$ cat src/an_page_cfg.svh
// register indices, field positions and reset values of the page exchange registers
`ifndef AN_PAGE_CFG_SVH
`define AN_PAGE_CFG_SVH
// register indices; byte address is four times the index
`define AN_IDX_LPA 6'h05
`define AN_IDX_EXP 6'h06
`define AN_IDX_NTX 6'h07
`define AN_IDX_NRX 6'h08
`define AN_IDX_IST 6'h10
`define AN_IDX_IMSK 6'h11
// expansion status fields
`define EXP_FAULT 4
`define EXP_LPNP 3
`define EXP_LOCNP 2
`define EXP_PAGE 1
`define EXP_LPAN 0
// next page transmit fields
`define NTX_NP 15
`define NTX_MP 13
`define NTX_ACK2 12
`define NTX_TOG 11
// interrupt status bits
`define IST_PAGE 0
`define IST_FAULT 1
// reset values
`define NTX_NP_RST 1'b0
`define NTX_MP_RST 1'b1
`define NTX_ACK2_RST 1'b0
`define NTX_TOG_RST 1'b0
`define NTX_CODE_RST 11'h001
`define LPA_RST 16'h0000
`define NRX_RST 16'h0000
`define IMSK_RST 2'h0
// partner ability bits that are stored; bit 12 is reserved
`define LPA_KEEP 16'hEFFF
// bus responses
`define RESP_OKAY 2'h0
`define RESP_SLVERR 2'h2
`endif

$ cat src/an_page_pkg.sv
// shared types of the page exchange register block
package an_page_pkg;
  typedef logic [15:0] word16_t;
  typedef logic [10:0] np_code_t;
  typedef logic [1:0]  irq_vec_t;
endpackage : an_page_pkg

$ cat src/autoneg_page_exchange_regs.sv
// auto-negotiation page exchange registers behind an axi4-lite slave
// Behaviour
// (RULE1) partner ability bits 9..5 reported, reset zero
// (RULE2) partner selector in bits 4..0, reset zero
// (RULE3) parallel detection fault latches high until read
// (RULE4) partner next-page able bit, read-only
// (RULE5) local next-page able reads constant one
// (RULE6) new page received latches high until read
// (RULE7) partner auto-negotiation able bit, read-only
// (RULE8) writable next-page bit, reset zero
// (RULE9) writable message-page bit, reset one
// (RULE10) writable acknowledge-2 bit, reset zero
// (RULE11) toggle reads inverse of last exchanged toggle
// (RULE12) eleven-bit code field sent with page
// (RULE13) code field resets to null message code
// (RULE14) partner next page bits shown read-only
// (RULE15) latched bits clear on read or reset
// (RULE16) reserved bits zero, read-only writes ignored
`timescale 1ns/1ns
`include "an_page_cfg.svh"
module autoneg_page_exchange_regs #(
  parameter int ADDR_W = 8
) (
  // clock and reset
  input  wire logic              aclk,
  input  wire logic              aresetn,
  // axi4-lite write address
  input  wire logic [ADDR_W-1:0] awaddr,
  input  wire logic [2:0]        awprot,
  input  wire logic              awvalid,
  output logic                   awready,
  // axi4-lite write data
  input  wire logic [31:0]       wdata,
  input  wire logic [3:0]        wstrb,
  input  wire logic              wvalid,
  output logic                   wready,
  // axi4-lite write response
  output logic [1:0]             bresp,
  output logic                   bvalid,
  input  wire logic              bready,
  // axi4-lite read address
  input  wire logic [ADDR_W-1:0] araddr,
  input  wire logic [2:0]        arprot,
  input  wire logic              arvalid,
  output logic                   arready,
  // axi4-lite read data
  output logic [31:0]            rdata,
  output logic [1:0]             rresp,
  output logic                   rvalid,
  input  wire logic              rready,
  // pages from the arbitration logic
  input  wire logic              base_page_valid,
  input  wire logic [15:0]       base_page_word,
  input  wire logic              next_page_valid,
  input  wire logic [15:0]       next_page_word,
  input  wire logic              par_det_fault,
  input  wire logic              lp_np_able,
  input  wire logic              lp_an_able,
  // transmitted link code word
  input  wire logic              lcw_sent,
  input  wire logic              lcw_toggle,
  output logic [15:0]            np_tx_word,
  // interrupt
  output logic                   irq
);

  localparam int IW = ADDR_W - 2;

  // bus handshake state
  logic                    awready_r;
  logic                    wready_r;
  logic                    bvalid_r;
  logic [1:0]              bresp_r;
  logic                    arready_r;
  logic                    rvalid_r;
  logic [1:0]              rresp_r;
  logic [31:0]             rdata_r;
  logic                    aw_got_r;
  logic                    w_got_r;
  logic [IW-1:0]           wr_idx_r;
  logic [15:0]             wd_r;
  logic [1:0]              ws_r;
  // register contents
  an_page_pkg::word16_t    lpa_r;
  an_page_pkg::word16_t    nrx_r;
  logic                    fault_r;
  logic                    page_r;
  logic                    lpnp_r;
  logic                    lpan_r;
  logic                    np_r;
  logic                    mp_r;
  logic                    ack2_r;
  logic                    tog_r;
  an_page_pkg::np_code_t   code_r;
  an_page_pkg::irq_vec_t   ist_r;
  an_page_pkg::irq_vec_t   imsk_r;
  an_page_pkg::irq_vec_t   ist_nxt;
  an_page_pkg::word16_t    np_tx_r;
  logic                    irq_r;
  // decode
  logic                    aw_hs;
  logic                    w_hs;
  logic                    ar_hs;
  logic                    wr_do;
  logic [IW-1:0]           rd_idx;
  logic                    rd_exp;
  logic                    page_evt;
  an_page_pkg::word16_t    rd_word;
  logic                    rd_hit;
  logic                    wr_hit;

  // outputs come straight from flops
  assign awready    = awready_r;
  assign wready     = wready_r;
  assign bvalid     = bvalid_r;
  assign bresp      = bresp_r;
  assign arready    = arready_r;
  assign rvalid     = rvalid_r;
  assign rresp      = rresp_r;
  assign rdata      = rdata_r;
  assign np_tx_word = np_tx_r;
  assign irq        = irq_r;

  // handshakes and read side effects
  assign aw_hs    = awvalid & awready_r;
  assign w_hs     = wvalid & wready_r;
  assign ar_hs    = arvalid & arready_r;
  assign wr_do    = aw_got_r & w_got_r & ~bvalid_r;
  assign rd_idx   = araddr[ADDR_W-1:2];
  assign rd_exp   = ar_hs & (rd_idx == IW'(`AN_IDX_EXP));
  assign page_evt = base_page_valid | next_page_valid;

  // write address channel; one write in flight
  always_ff @(posedge aclk) begin
    if (!aresetn) begin
      awready_r <= 1'b0;
      aw_got_r  <= 1'b0;
      wr_idx_r  <= '0;
    end else if (aw_hs) begin
      awready_r <= 1'b0;
      aw_got_r  <= 1'b1;
      wr_idx_r  <= awaddr[ADDR_W-1:2];
    end else if (bvalid_r & bready) begin
      aw_got_r  <= 1'b0;
    end else if (!aw_got_r) begin
      awready_r <= 1'b1;
    end
  end

  // write data channel, independent of the address
  always_ff @(posedge aclk) begin
    if (!aresetn) begin
      wready_r <= 1'b0;
      w_got_r  <= 1'b0;
      wd_r     <= '0;
      ws_r     <= '0;
    end else if (w_hs) begin
      wready_r <= 1'b0;
      w_got_r  <= 1'b1;
      wd_r     <= wdata[15:0];
      ws_r     <= wstrb[1:0];
    end else if (bvalid_r & bready) begin
      w_got_r  <= 1'b0;
    end else if (!w_got_r) begin
      wready_r <= 1'b1;
    end
  end

  // map check for writes; read-only registers accept and ignore
  always_comb begin
    wr_hit = 1'b0;
    unique case (wr_idx_r)
      IW'(`AN_IDX_LPA), IW'(`AN_IDX_EXP), IW'(`AN_IDX_NTX), IW'(`AN_IDX_NRX),
      IW'(`AN_IDX_IST), IW'(`AN_IDX_IMSK): wr_hit = 1'b1;
      default: wr_hit = 1'b0;
    endcase
  end

  // write response after both halves arrived
  always_ff @(posedge aclk) begin
    if (!aresetn) begin
      bvalid_r <= 1'b0;
      bresp_r  <= `RESP_OKAY;
    end else if (wr_do) begin
      bvalid_r <= 1'b1;
      bresp_r  <= wr_hit ? `RESP_OKAY : `RESP_SLVERR;
    end else if (bready) begin
      bvalid_r <= 1'b0;
    end
  end

  // next page transmit fields, byte lanes honoured
  always_ff @(posedge aclk) begin
    if (!aresetn) begin
      np_r   <= `NTX_NP_RST;
      mp_r   <= `NTX_MP_RST; // RULE9
      ack2_r <= `NTX_ACK2_RST;
      code_r <= `NTX_CODE_RST; // RULE13
    end else if (wr_do && wr_idx_r == IW'(`AN_IDX_NTX)) begin
      if (ws_r[1]) begin
        np_r        <= wd_r[`NTX_NP]; // RULE8
        mp_r        <= wd_r[`NTX_MP]; // RULE9
        ack2_r      <= wd_r[`NTX_ACK2]; // RULE10
        code_r[10:8] <= wd_r[10:8]; // RULE12
      end
      if (ws_r[0]) begin
        code_r[7:0] <= wd_r[7:0]; // RULE12
      end
    end
  end

  // toggle follows the last word on the wire, never software
  always_ff @(posedge aclk) begin
    if (!aresetn) begin
      tog_r <= `NTX_TOG_RST;
    end else if (lcw_sent) begin
      tog_r <= ~lcw_toggle; // RULE11
    end
  end

  // outgoing page word; bit 14 reserved as zero
  always_ff @(posedge aclk) begin
    if (!aresetn) begin
      np_tx_r <= 16'h0000;
    end else begin
      np_tx_r <= {np_r, 1'b0, mp_r, ack2_r, tog_r, code_r}; // RULE12
    end
  end

  // partner pages; reserved ability bit kept zero
  always_ff @(posedge aclk) begin
    if (!aresetn) begin
      lpa_r <= `LPA_RST; // RULE1
      nrx_r <= `NRX_RST; // RULE14
    end else begin
      if (base_page_valid) begin
        lpa_r <= base_page_word & `LPA_KEEP; // RULE2
      end
      if (next_page_valid) begin
        nrx_r <= next_page_word; // RULE14
      end
    end
  end

  // latched-high flags: a new event beats the read that clears
  always_ff @(posedge aclk) begin
    if (!aresetn) begin
      fault_r <= 1'b0;
      page_r  <= 1'b0;
    end else begin
      if (par_det_fault) begin
        fault_r <= 1'b1; // RULE3
      end else if (rd_exp) begin
        fault_r <= 1'b0; // RULE15
      end
      if (page_evt) begin
        page_r <= 1'b1; // RULE6
      end else if (rd_exp) begin
        page_r <= 1'b0; // RULE15
      end
    end
  end

  // partner ability levels, same clock so no synchroniser
  always_ff @(posedge aclk) begin
    if (!aresetn) begin
      lpnp_r <= 1'b0;
      lpan_r <= 1'b0;
    end else begin
      lpnp_r <= lp_np_able; // RULE4
      lpan_r <= lp_an_able; // RULE7
    end
  end

  // interrupt status: set wins over write-one-to-clear
  always_comb begin
    ist_nxt = ist_r;
    if (wr_do && wr_idx_r == IW'(`AN_IDX_IST) && ws_r[0]) begin
      ist_nxt = ist_nxt & ~wd_r[1:0];
    end
    ist_nxt[`IST_PAGE]  = ist_nxt[`IST_PAGE] | page_evt;
    ist_nxt[`IST_FAULT] = ist_nxt[`IST_FAULT] | par_det_fault;
  end

  // status, mask and interrupt line
  always_ff @(posedge aclk) begin
    if (!aresetn) begin
      ist_r  <= '0;
      imsk_r <= `IMSK_RST;
      irq_r  <= 1'b0;
    end else begin
      ist_r <= ist_nxt;
      if (wr_do && wr_idx_r == IW'(`AN_IDX_IMSK) && ws_r[0]) begin
        imsk_r <= wd_r[1:0];
      end
      irq_r <= |(ist_r & imsk_r);
    end
  end

  // read mux; unlisted bits read zero
  always_comb begin
    rd_word = 16'h0000; // RULE16
    rd_hit  = 1'b1;
    unique case (rd_idx)
      IW'(`AN_IDX_LPA): rd_word = lpa_r; // RULE1
      IW'(`AN_IDX_EXP): begin
        rd_word[`EXP_FAULT] = fault_r;
        rd_word[`EXP_LPNP]  = lpnp_r;
        rd_word[`EXP_LOCNP] = 1'b1; // RULE5
        rd_word[`EXP_PAGE]  = page_r;
        rd_word[`EXP_LPAN]  = lpan_r; // RULE7
      end
      IW'(`AN_IDX_NTX): rd_word = {np_r, 1'b0, mp_r, ack2_r, tog_r, code_r};
      IW'(`AN_IDX_NRX): rd_word = nrx_r;
      IW'(`AN_IDX_IST): rd_word[1:0] = ist_r;
      IW'(`AN_IDX_IMSK): rd_word[1:0] = imsk_r;
      default: rd_hit = 1'b0;
    endcase
  end

  // read channel; data one cycle after the address is taken
  always_ff @(posedge aclk) begin
    if (!aresetn) begin
      arready_r <= 1'b0;
      rvalid_r  <= 1'b0;
      rresp_r   <= `RESP_OKAY;
      rdata_r   <= 32'h0000_0000;
    end else if (ar_hs) begin
      arready_r <= 1'b0;
      rvalid_r  <= 1'b1;
      rresp_r   <= rd_hit ? `RESP_OKAY : `RESP_SLVERR;
      rdata_r   <= {16'h0000, rd_word};
    end else if (rvalid_r) begin
      if (rready) begin
        rvalid_r <= 1'b0;
      end
    end else begin
      arready_r <= 1'b1;
    end
  end
endmodule : autoneg_page_exchange_regs

$ cat config.mk
export PLATFORM = sky130hd
export DESIGN_NAME = autoneg_page_exchange_regs
export DESIGN_NICKNAME = d
export VERILOG_FILES = /design/src/an_page_pkg.sv /design/src/autoneg_page_exchange_regs.sv
export VERILOG_INCLUDE_DIRS = /design/src
export SDC_FILE = /design/constraint.sdc
export NUM_CORES = 1
export LEC_CHECK = 0
export BUFFER_PORTS_ARGS = -buffer_cell sky130_fd_sc_hd__buf_2
export CELL_PAD_IN_SITES_DETAIL_PLACEMENT = 0
export CELL_PAD_IN_SITES_GLOBAL_PLACEMENT = 2
export CORE_MARGIN = 5
export CORE_UTILIZATION = 32
export CTS_CLUSTER_DIAMETER = 50
export DETAILED_ROUTE_END_ITERATION = 16
export GPL_TIMING_DRIVEN = 0
export PLACE_DENSITY = 0.93
export SETUP_SLACK_MARGIN = 0.05
export SYNTH_ARGS = -nofsm -noshare
export SYNTH_HDL_FRONTEND = slang
export SYNTH_SLANG_ARGS = --single-unit
$ cat constraint.sdc
create_clock -name aclk -period 3.75 [get_ports aclk]
set_input_delay 0.5625 -clock aclk [delete_from_list [all_inputs] [get_ports aclk]]
set_output_delay 0.5625 -clock aclk [all_outputs]
set_load 0.01 [all_outputs]
== Yosys cells after proc, flatten, opt, wreduce, memory -nomap -nowiden ==
Cells that the tools add are included.

* Register bits: 122
* Bits of input ports: 104
* Logic and storage cells: 100

* Eq/ne operators: 12
* Multiplexer cells: 19
* Bitwise operators: 19
* Reductions and logical operators: 20

{| class="wikitable"
|+ Operators with widths
! operator !! number
|-
| 6-bit by 3-bit == test with 1-bit output (second input constant) || 6
|-
| 11-bit one-hot mux with 3 select lines || 1
|-
| 6-bit by 5-bit == test with 1-bit output (second input constant) || 4
|-
| 1-bit 2-to-1 mux || 13
|-
| 6-bit by 4-bit == test with 1-bit output (second input constant) || 2
|-
| 2-bit one-hot mux with 6 select lines || 1
|-
| 3-bit one-hot mux with 4 select lines || 1
|-
| 6-bit OR reduction || 2
|-
| 2-bit nonzero test || 5
|-
| 2-bit AND reduction || 4
|-
| 2-bit OR reduction || 4
|-
| 1-bit AND || 7
|-
| 2-bit 2-to-1 mux || 3
|-
| 1-bit NOT || 6
|-
| 1-bit logical AND || 5
|-
| 2-bit AND || 2
|-
| 1-bit bitwise OR || 3
|-
| 2-bit NOT || 1
|}

== Logic depth before layout (Yosys ltp) ==
* Depth in word-level cells: 6
* Depth in mapped cells: 6
* Mapped depth without buffers: 4

== Worst setup path before layout ==
OpenSTA, ideal clock, no wires.

* Path type: input-to-reg
* From: input port araddr[2]
* To: register rdata_r[3], in the netlist rdata[3]
* Setup time: 75 ps
* Data arrival time: 1859 ps
* Slack: 1816 ps
* Stages on the path: 5
* Path buffers: 1
* Path through: buf_2 -> or4b_4 -> o21a_1 -> or3_4 -> a22oi_2

* Cells in the longest elaborated chain, start to end: 2
* Elaborated cells on any way between the ends: 5
* Classes of those cells: eq/ne (4); mux (1)

{| class="wikitable"
|+ RTL lines
! what !! RTL line !! text
|-
| start, declared || autoneg_page_exchange_regs.sv:42 || <nowiki>input wire logic [ADDR_W-1:0] araddr,</nowiki>
|-
| 6-bit by 4-bit == test with 1-bit output or 6-bit by 3-bit == test with 1-bit output (tied branches) || autoneg_page_exchange_regs.sv:304 || <nowiki>unique case (rd_idx)</nowiki>
|-
| 3-bit one-hot mux with 4 select lines (*) || autoneg_page_exchange_regs.sv:304 ||
|-
| end signal, assigned || autoneg_page_exchange_regs.sv:332 || <nowiki>rdata_r <= {16'h0000, rd_word};</nowiki>
|-
| end, declared || autoneg_page_exchange_regs.sv:77 || <nowiki>logic [31:0] rdata_r;</nowiki>
|}

Mark *: on every way between the ends. The rest lies on a longest branch, timed or not.
A chain may end at the register's enable or synchronous reset.

== Worst setup path after layout ==
* From: input port araddr[7]
* To: register fault_r

* Cells in the longest elaborated chain, start to end: 3

{| class="wikitable"
|+ RTL lines
! what !! RTL line !! text
|-
| 6-bit by 3-bit == test with 1-bit output || autoneg_page_exchange_regs.sv:130 || <nowiki>assign rd_exp = ar_hs & (rd_idx == IW'(`AN_IDX_EXP));</nowiki>
|-
| 1-bit AND || autoneg_page_exchange_regs.sv:130 ||
|-
| 2-bit nonzero test (no line) || n/a ||
|-
| end signal, assigned || autoneg_page_exchange_regs.sv:248 || <nowiki>fault_r <= 1'b0;</nowiki>
|-
| end signal, assigned || autoneg_page_exchange_regs.sv:252 || <nowiki>fault_r <= 1'b1;</nowiki>
|-
| end signal, assigned || autoneg_page_exchange_regs.sv:254 || <nowiki>fault_r <= 1'b0;</nowiki>
|-
| end, declared || autoneg_page_exchange_regs.sv:86 || <nowiki>logic fault_r;</nowiki>
|}

No other way between the ends.

==> flow_metrics.py <==
metrics = {
    "synth": {
        "syn-mean-instance-area_sq_um": 9.70,
        "synth_top_cell_by_area": "dfxtp_1",
        "netlist_instances": 495,
        "ys_seq_area_share_pct": 48.8,
        "syn-cell-area_sq_um": 4800,
        "synth_async_sr_flop_share_pct": 0,
        "ys_types": 50,
        "yosys_most_used_dff": "dfxtp_1",
        "synth_top_area_share_pct": 48.8,
        "yosys_warnings": 0,
        "synth_edf_count": 0,
        "synth.ff_latch_count": 117,
        "yosys-top-cells-area": "dfxtp_1 49%, mux2i_1 11%, nand2_1 6.1%, nor2b_1 4.8%, a21boi_0 4.5%",
    },
    "critical_path": {
        "arrival_ns": 2.16,
        "end_kind": "register",
        "path_max_fanout": 6,
        "r2r_end": "code_r[3]",
        "reg2reg_depth": 6,
        "rr_startpoint": "wr_idx_r[5]",
        "criticalPathCategory": "in -> reg",
        "critPathLaunchType": "input port",
        "rrSetupSlack_ns": 1.96,
        "crit_required_ns": 4.04,
    },
    "die": {
        "dieArea_sq_um": 17500,
        "rows": 44,
        "start_util_pct": 32.8,
        "die_w_um": 132,
        "ioPinCount": 162,
        "core_area_sq_um": 14600,
        "fp.dieH_um": 132,
    },
    "grt": {
        "grt_pass1_vias": 3929,
        "grt_max_degree": 17,
        "grt_overflow": 0,
        "met2_usage_pct": 23.1,
        "grt_pass1_wl_mm": 20.4,
        "grtUsageMet1_pct": 18.5,
        "met3_usage_pct": 5.20,
        "grt_usage_pct": 14.8,
        "top_usage_layer": "met2",
        "antenna_found_initial": 1,
    },
    "sta": {
        "drv_slew": 0,
        "rsz0062_at_grt": "false",
        "finalSetupTns_ns": 0,
        "fin_ws_ns": 1.88,
        "setup_viol": 0,
        "period_share_pct": 49.9,
        "hold_violations": 0,
        "holdWs_ns": 0.396,
        "worst_pin_slew_ns": 0.745,
        "period_needed_ns": 1.87,
        "relSlewSlack_pct": 50.3,
        "skew_ns": 0.0158,
        "fmax_mhz": 535,
    },
    "cells_and_area": {
        "drive_above_1_share_pct": 26.6,
        "fillers": 1462,
        "final_util_pct": 42.8,
        "syn_to_final_growth_pct": 30.5,
        "multi_input_area_sq_um": 2200,
        "final_nets": 741,
        "antennaDiodeCount": 0,
        "seqCellArea_sq_um": 2340,
    },
    "routing": {
        "vias": 3798,
        "dr.pass1.iters": 4,
        "drcViolationCount": 0,
        "ant_nets": 0,
        "wire_per_inst_um": 15.2,
        "drt-initial-drc-count": 179,
        "wl_mm": 12.7,
        "via_per_inst": 4.55,
    },
    "placement": {
        "dp_slack_ns": 1.51,
        "gp_congestion": 0.814,
        "dp_hpwl_mm": 10.0,
        "io_buffer_count": 105,
    },
    "worst_hold_path": {
        "min_path_type": "in -> reg",
        "min_from": "lp_np_able",
        "hold_path_depth": 2,
        "hold_end": "lpnp_r",
    },
    "power_and_ir_drop": {
        "power_density_nw_per_um2": 522,
        "ir_worst_vdd_mv": 0.291,
        "p_leak_nw": 2.80,
        "power.total_w": 0.00327,
    },
    "clocking": {
        "clock_path_buffers": 2,
        "cts_resized": 0,
        "cts_tree": "yes",
        "cts-root-buf": "clkbuf_16",
        "hold_buffers": 0,
        "cts_sinks": 117,
        "cts_setup_buffers": 0,
        "clk_pin_slew_ns": 0.05,
        "h-tree-depth": 4,
        "clk_latency_ns": 0.42,
        "cts_buffers": 17,
    },
    "outcome": {
        "status": "complete, no violations",
    },
    "run": {
        "max_cap_violations": 0,
    },
}
[sequential cells by signal, summed over array words and instances (netlist names), 2 cells and up]
| name | flops |
|---|---|
| ist_r | 2 |
| nrx_r | 16 |
| rdata | 16 |
| imsk_r | 2 |
| wr_idx_r | 6 |
| ws_r | 2 |
| code_r | 11 |
| wd_r | 14 |
| lpa_r | 15 |
| np_tx_word | 15 |
[cell families after synthesis]
kind of cell / count (synthesis) / share of synthesized area (%)
other: 1 / 0.0781
AO/OA/AOI/OAI: 91 / 14.5
multiplexers: 56 / 11.7
buffers and inverters: 61 / 6.80
flip-flops: 117 / 48.8
AND/OR/NAND/NOR: 169 / 18.1
[worst max path at each step]
| stage | end | startpoint |
|---|---|---|
| 6_report | fault_r | araddr[7] |
| 5_1_grt | fault_r | araddr[7] |
| 4_1_cts | fault_r | araddr[7] |
| 3_5_place_dp | fault_r | araddr[7] |
| 3_3_place_gp | fault_r | araddr[7] |
| 2_1_floorplan | rdata[3] | araddr[2] |
[cell usage in the layout, fill, tap and decap left out, drive strengths merged, types with 3 or more instances in the layout]
| master | Yosys | routed |
|---|---|---|
| inv | 10 | 10 |
| or4b | 3 | 3 |
| clkbuf | 24 | 49 |
| o2bb2ai | 9 | 9 |
| a21oi | 3 | 3 |
| a211oi | 3 | 3 |
| mux2i | 54 | 54 |
| a22o | 11 | 11 |
| nand3 | 7 | 7 |
| nor2 | 8 | 8 |
| conb | 1 | 19 |
| nor2b | 37 | 37 |
| a221oi | 4 | 4 |
| and2 | 15 | 15 |
| o21ai | 13 | 13 |
| a21boi | 29 | 29 |
| nor3 | 3 | 3 |
| nand2b | 4 | 4 |
| bufinv | 0 | 3 |
| buf | 27 | 132 |
| a22oi | 4 | 4 |
| dfxtp | 117 | 117 |
| nand2 | 78 | 78 |
| or3 | 3 | 3 |
| o21a | 4 | 4 |
[cell type report]
cell class	instances	area share, %
well taps	184	3.68
flip-flops and latches	117	37.4
multi-input cells	335	35.1
repair buffers	105	8.39
clock buffers	25	8.39
plain buffers	51	4.61
clock inverters	7	1.84
inverters	10	0.599
[through the flow]
| step | cell area, sq um | std cells |
|---|---|---|
| CTS | 6260 | 834 |
| global route | 6260 | 834 |
| detailed placement | 5620 | 802 |
| global placement | 5620 | 802 |
| finish | 6260 | 834 |
| floorplan | 4870 | 513 |
[power by group]
part	total, W	switching, W	internal [W]
Clock	0.00171	0.000541	0.00117
Combinational	0.000240	0.000128	0.000112
Sequential	0.00132	0.0000305	0.00129
[critical path, stage by stage]
cell and delay (ns):
buf_2 0.11, or4b_1 0.58, nor3_1 0.53, a21boi_0 0.19, o21a_1 0.20
[per-layer routing]
| layer | part of all wire (%) | vias up |
|---|---|---|
| met5 | 0 | - |
| met4 | 1.9 | 0 |
| met3 | 6.2 | 18 |
| met2 | 47 | 113 |
| met1 | 45 | 1724 |
| li1 | - | 1943 |
[synth_stat cells (3+ instances only)]
master,instances
a21boi_0,29
o21ai_1,5
nand2_1,78
nor3_1,3
inv_1,10
o21a_1,4
and2_1,15
buf_4,20
o2bb2ai_1,9
nor2_1,7
mux2i_1,54
clkbuf_1,23
o21ai_0,8
nand3_1,7
nor2b_1,37
nand2b_1,4
a221oi_1,4
dfxtp_1,117
a21oi_1,3
a22oi_1,3
a22o_1,11
buf_2,5
No activity file was read; power rests on OpenSTA's default activity.
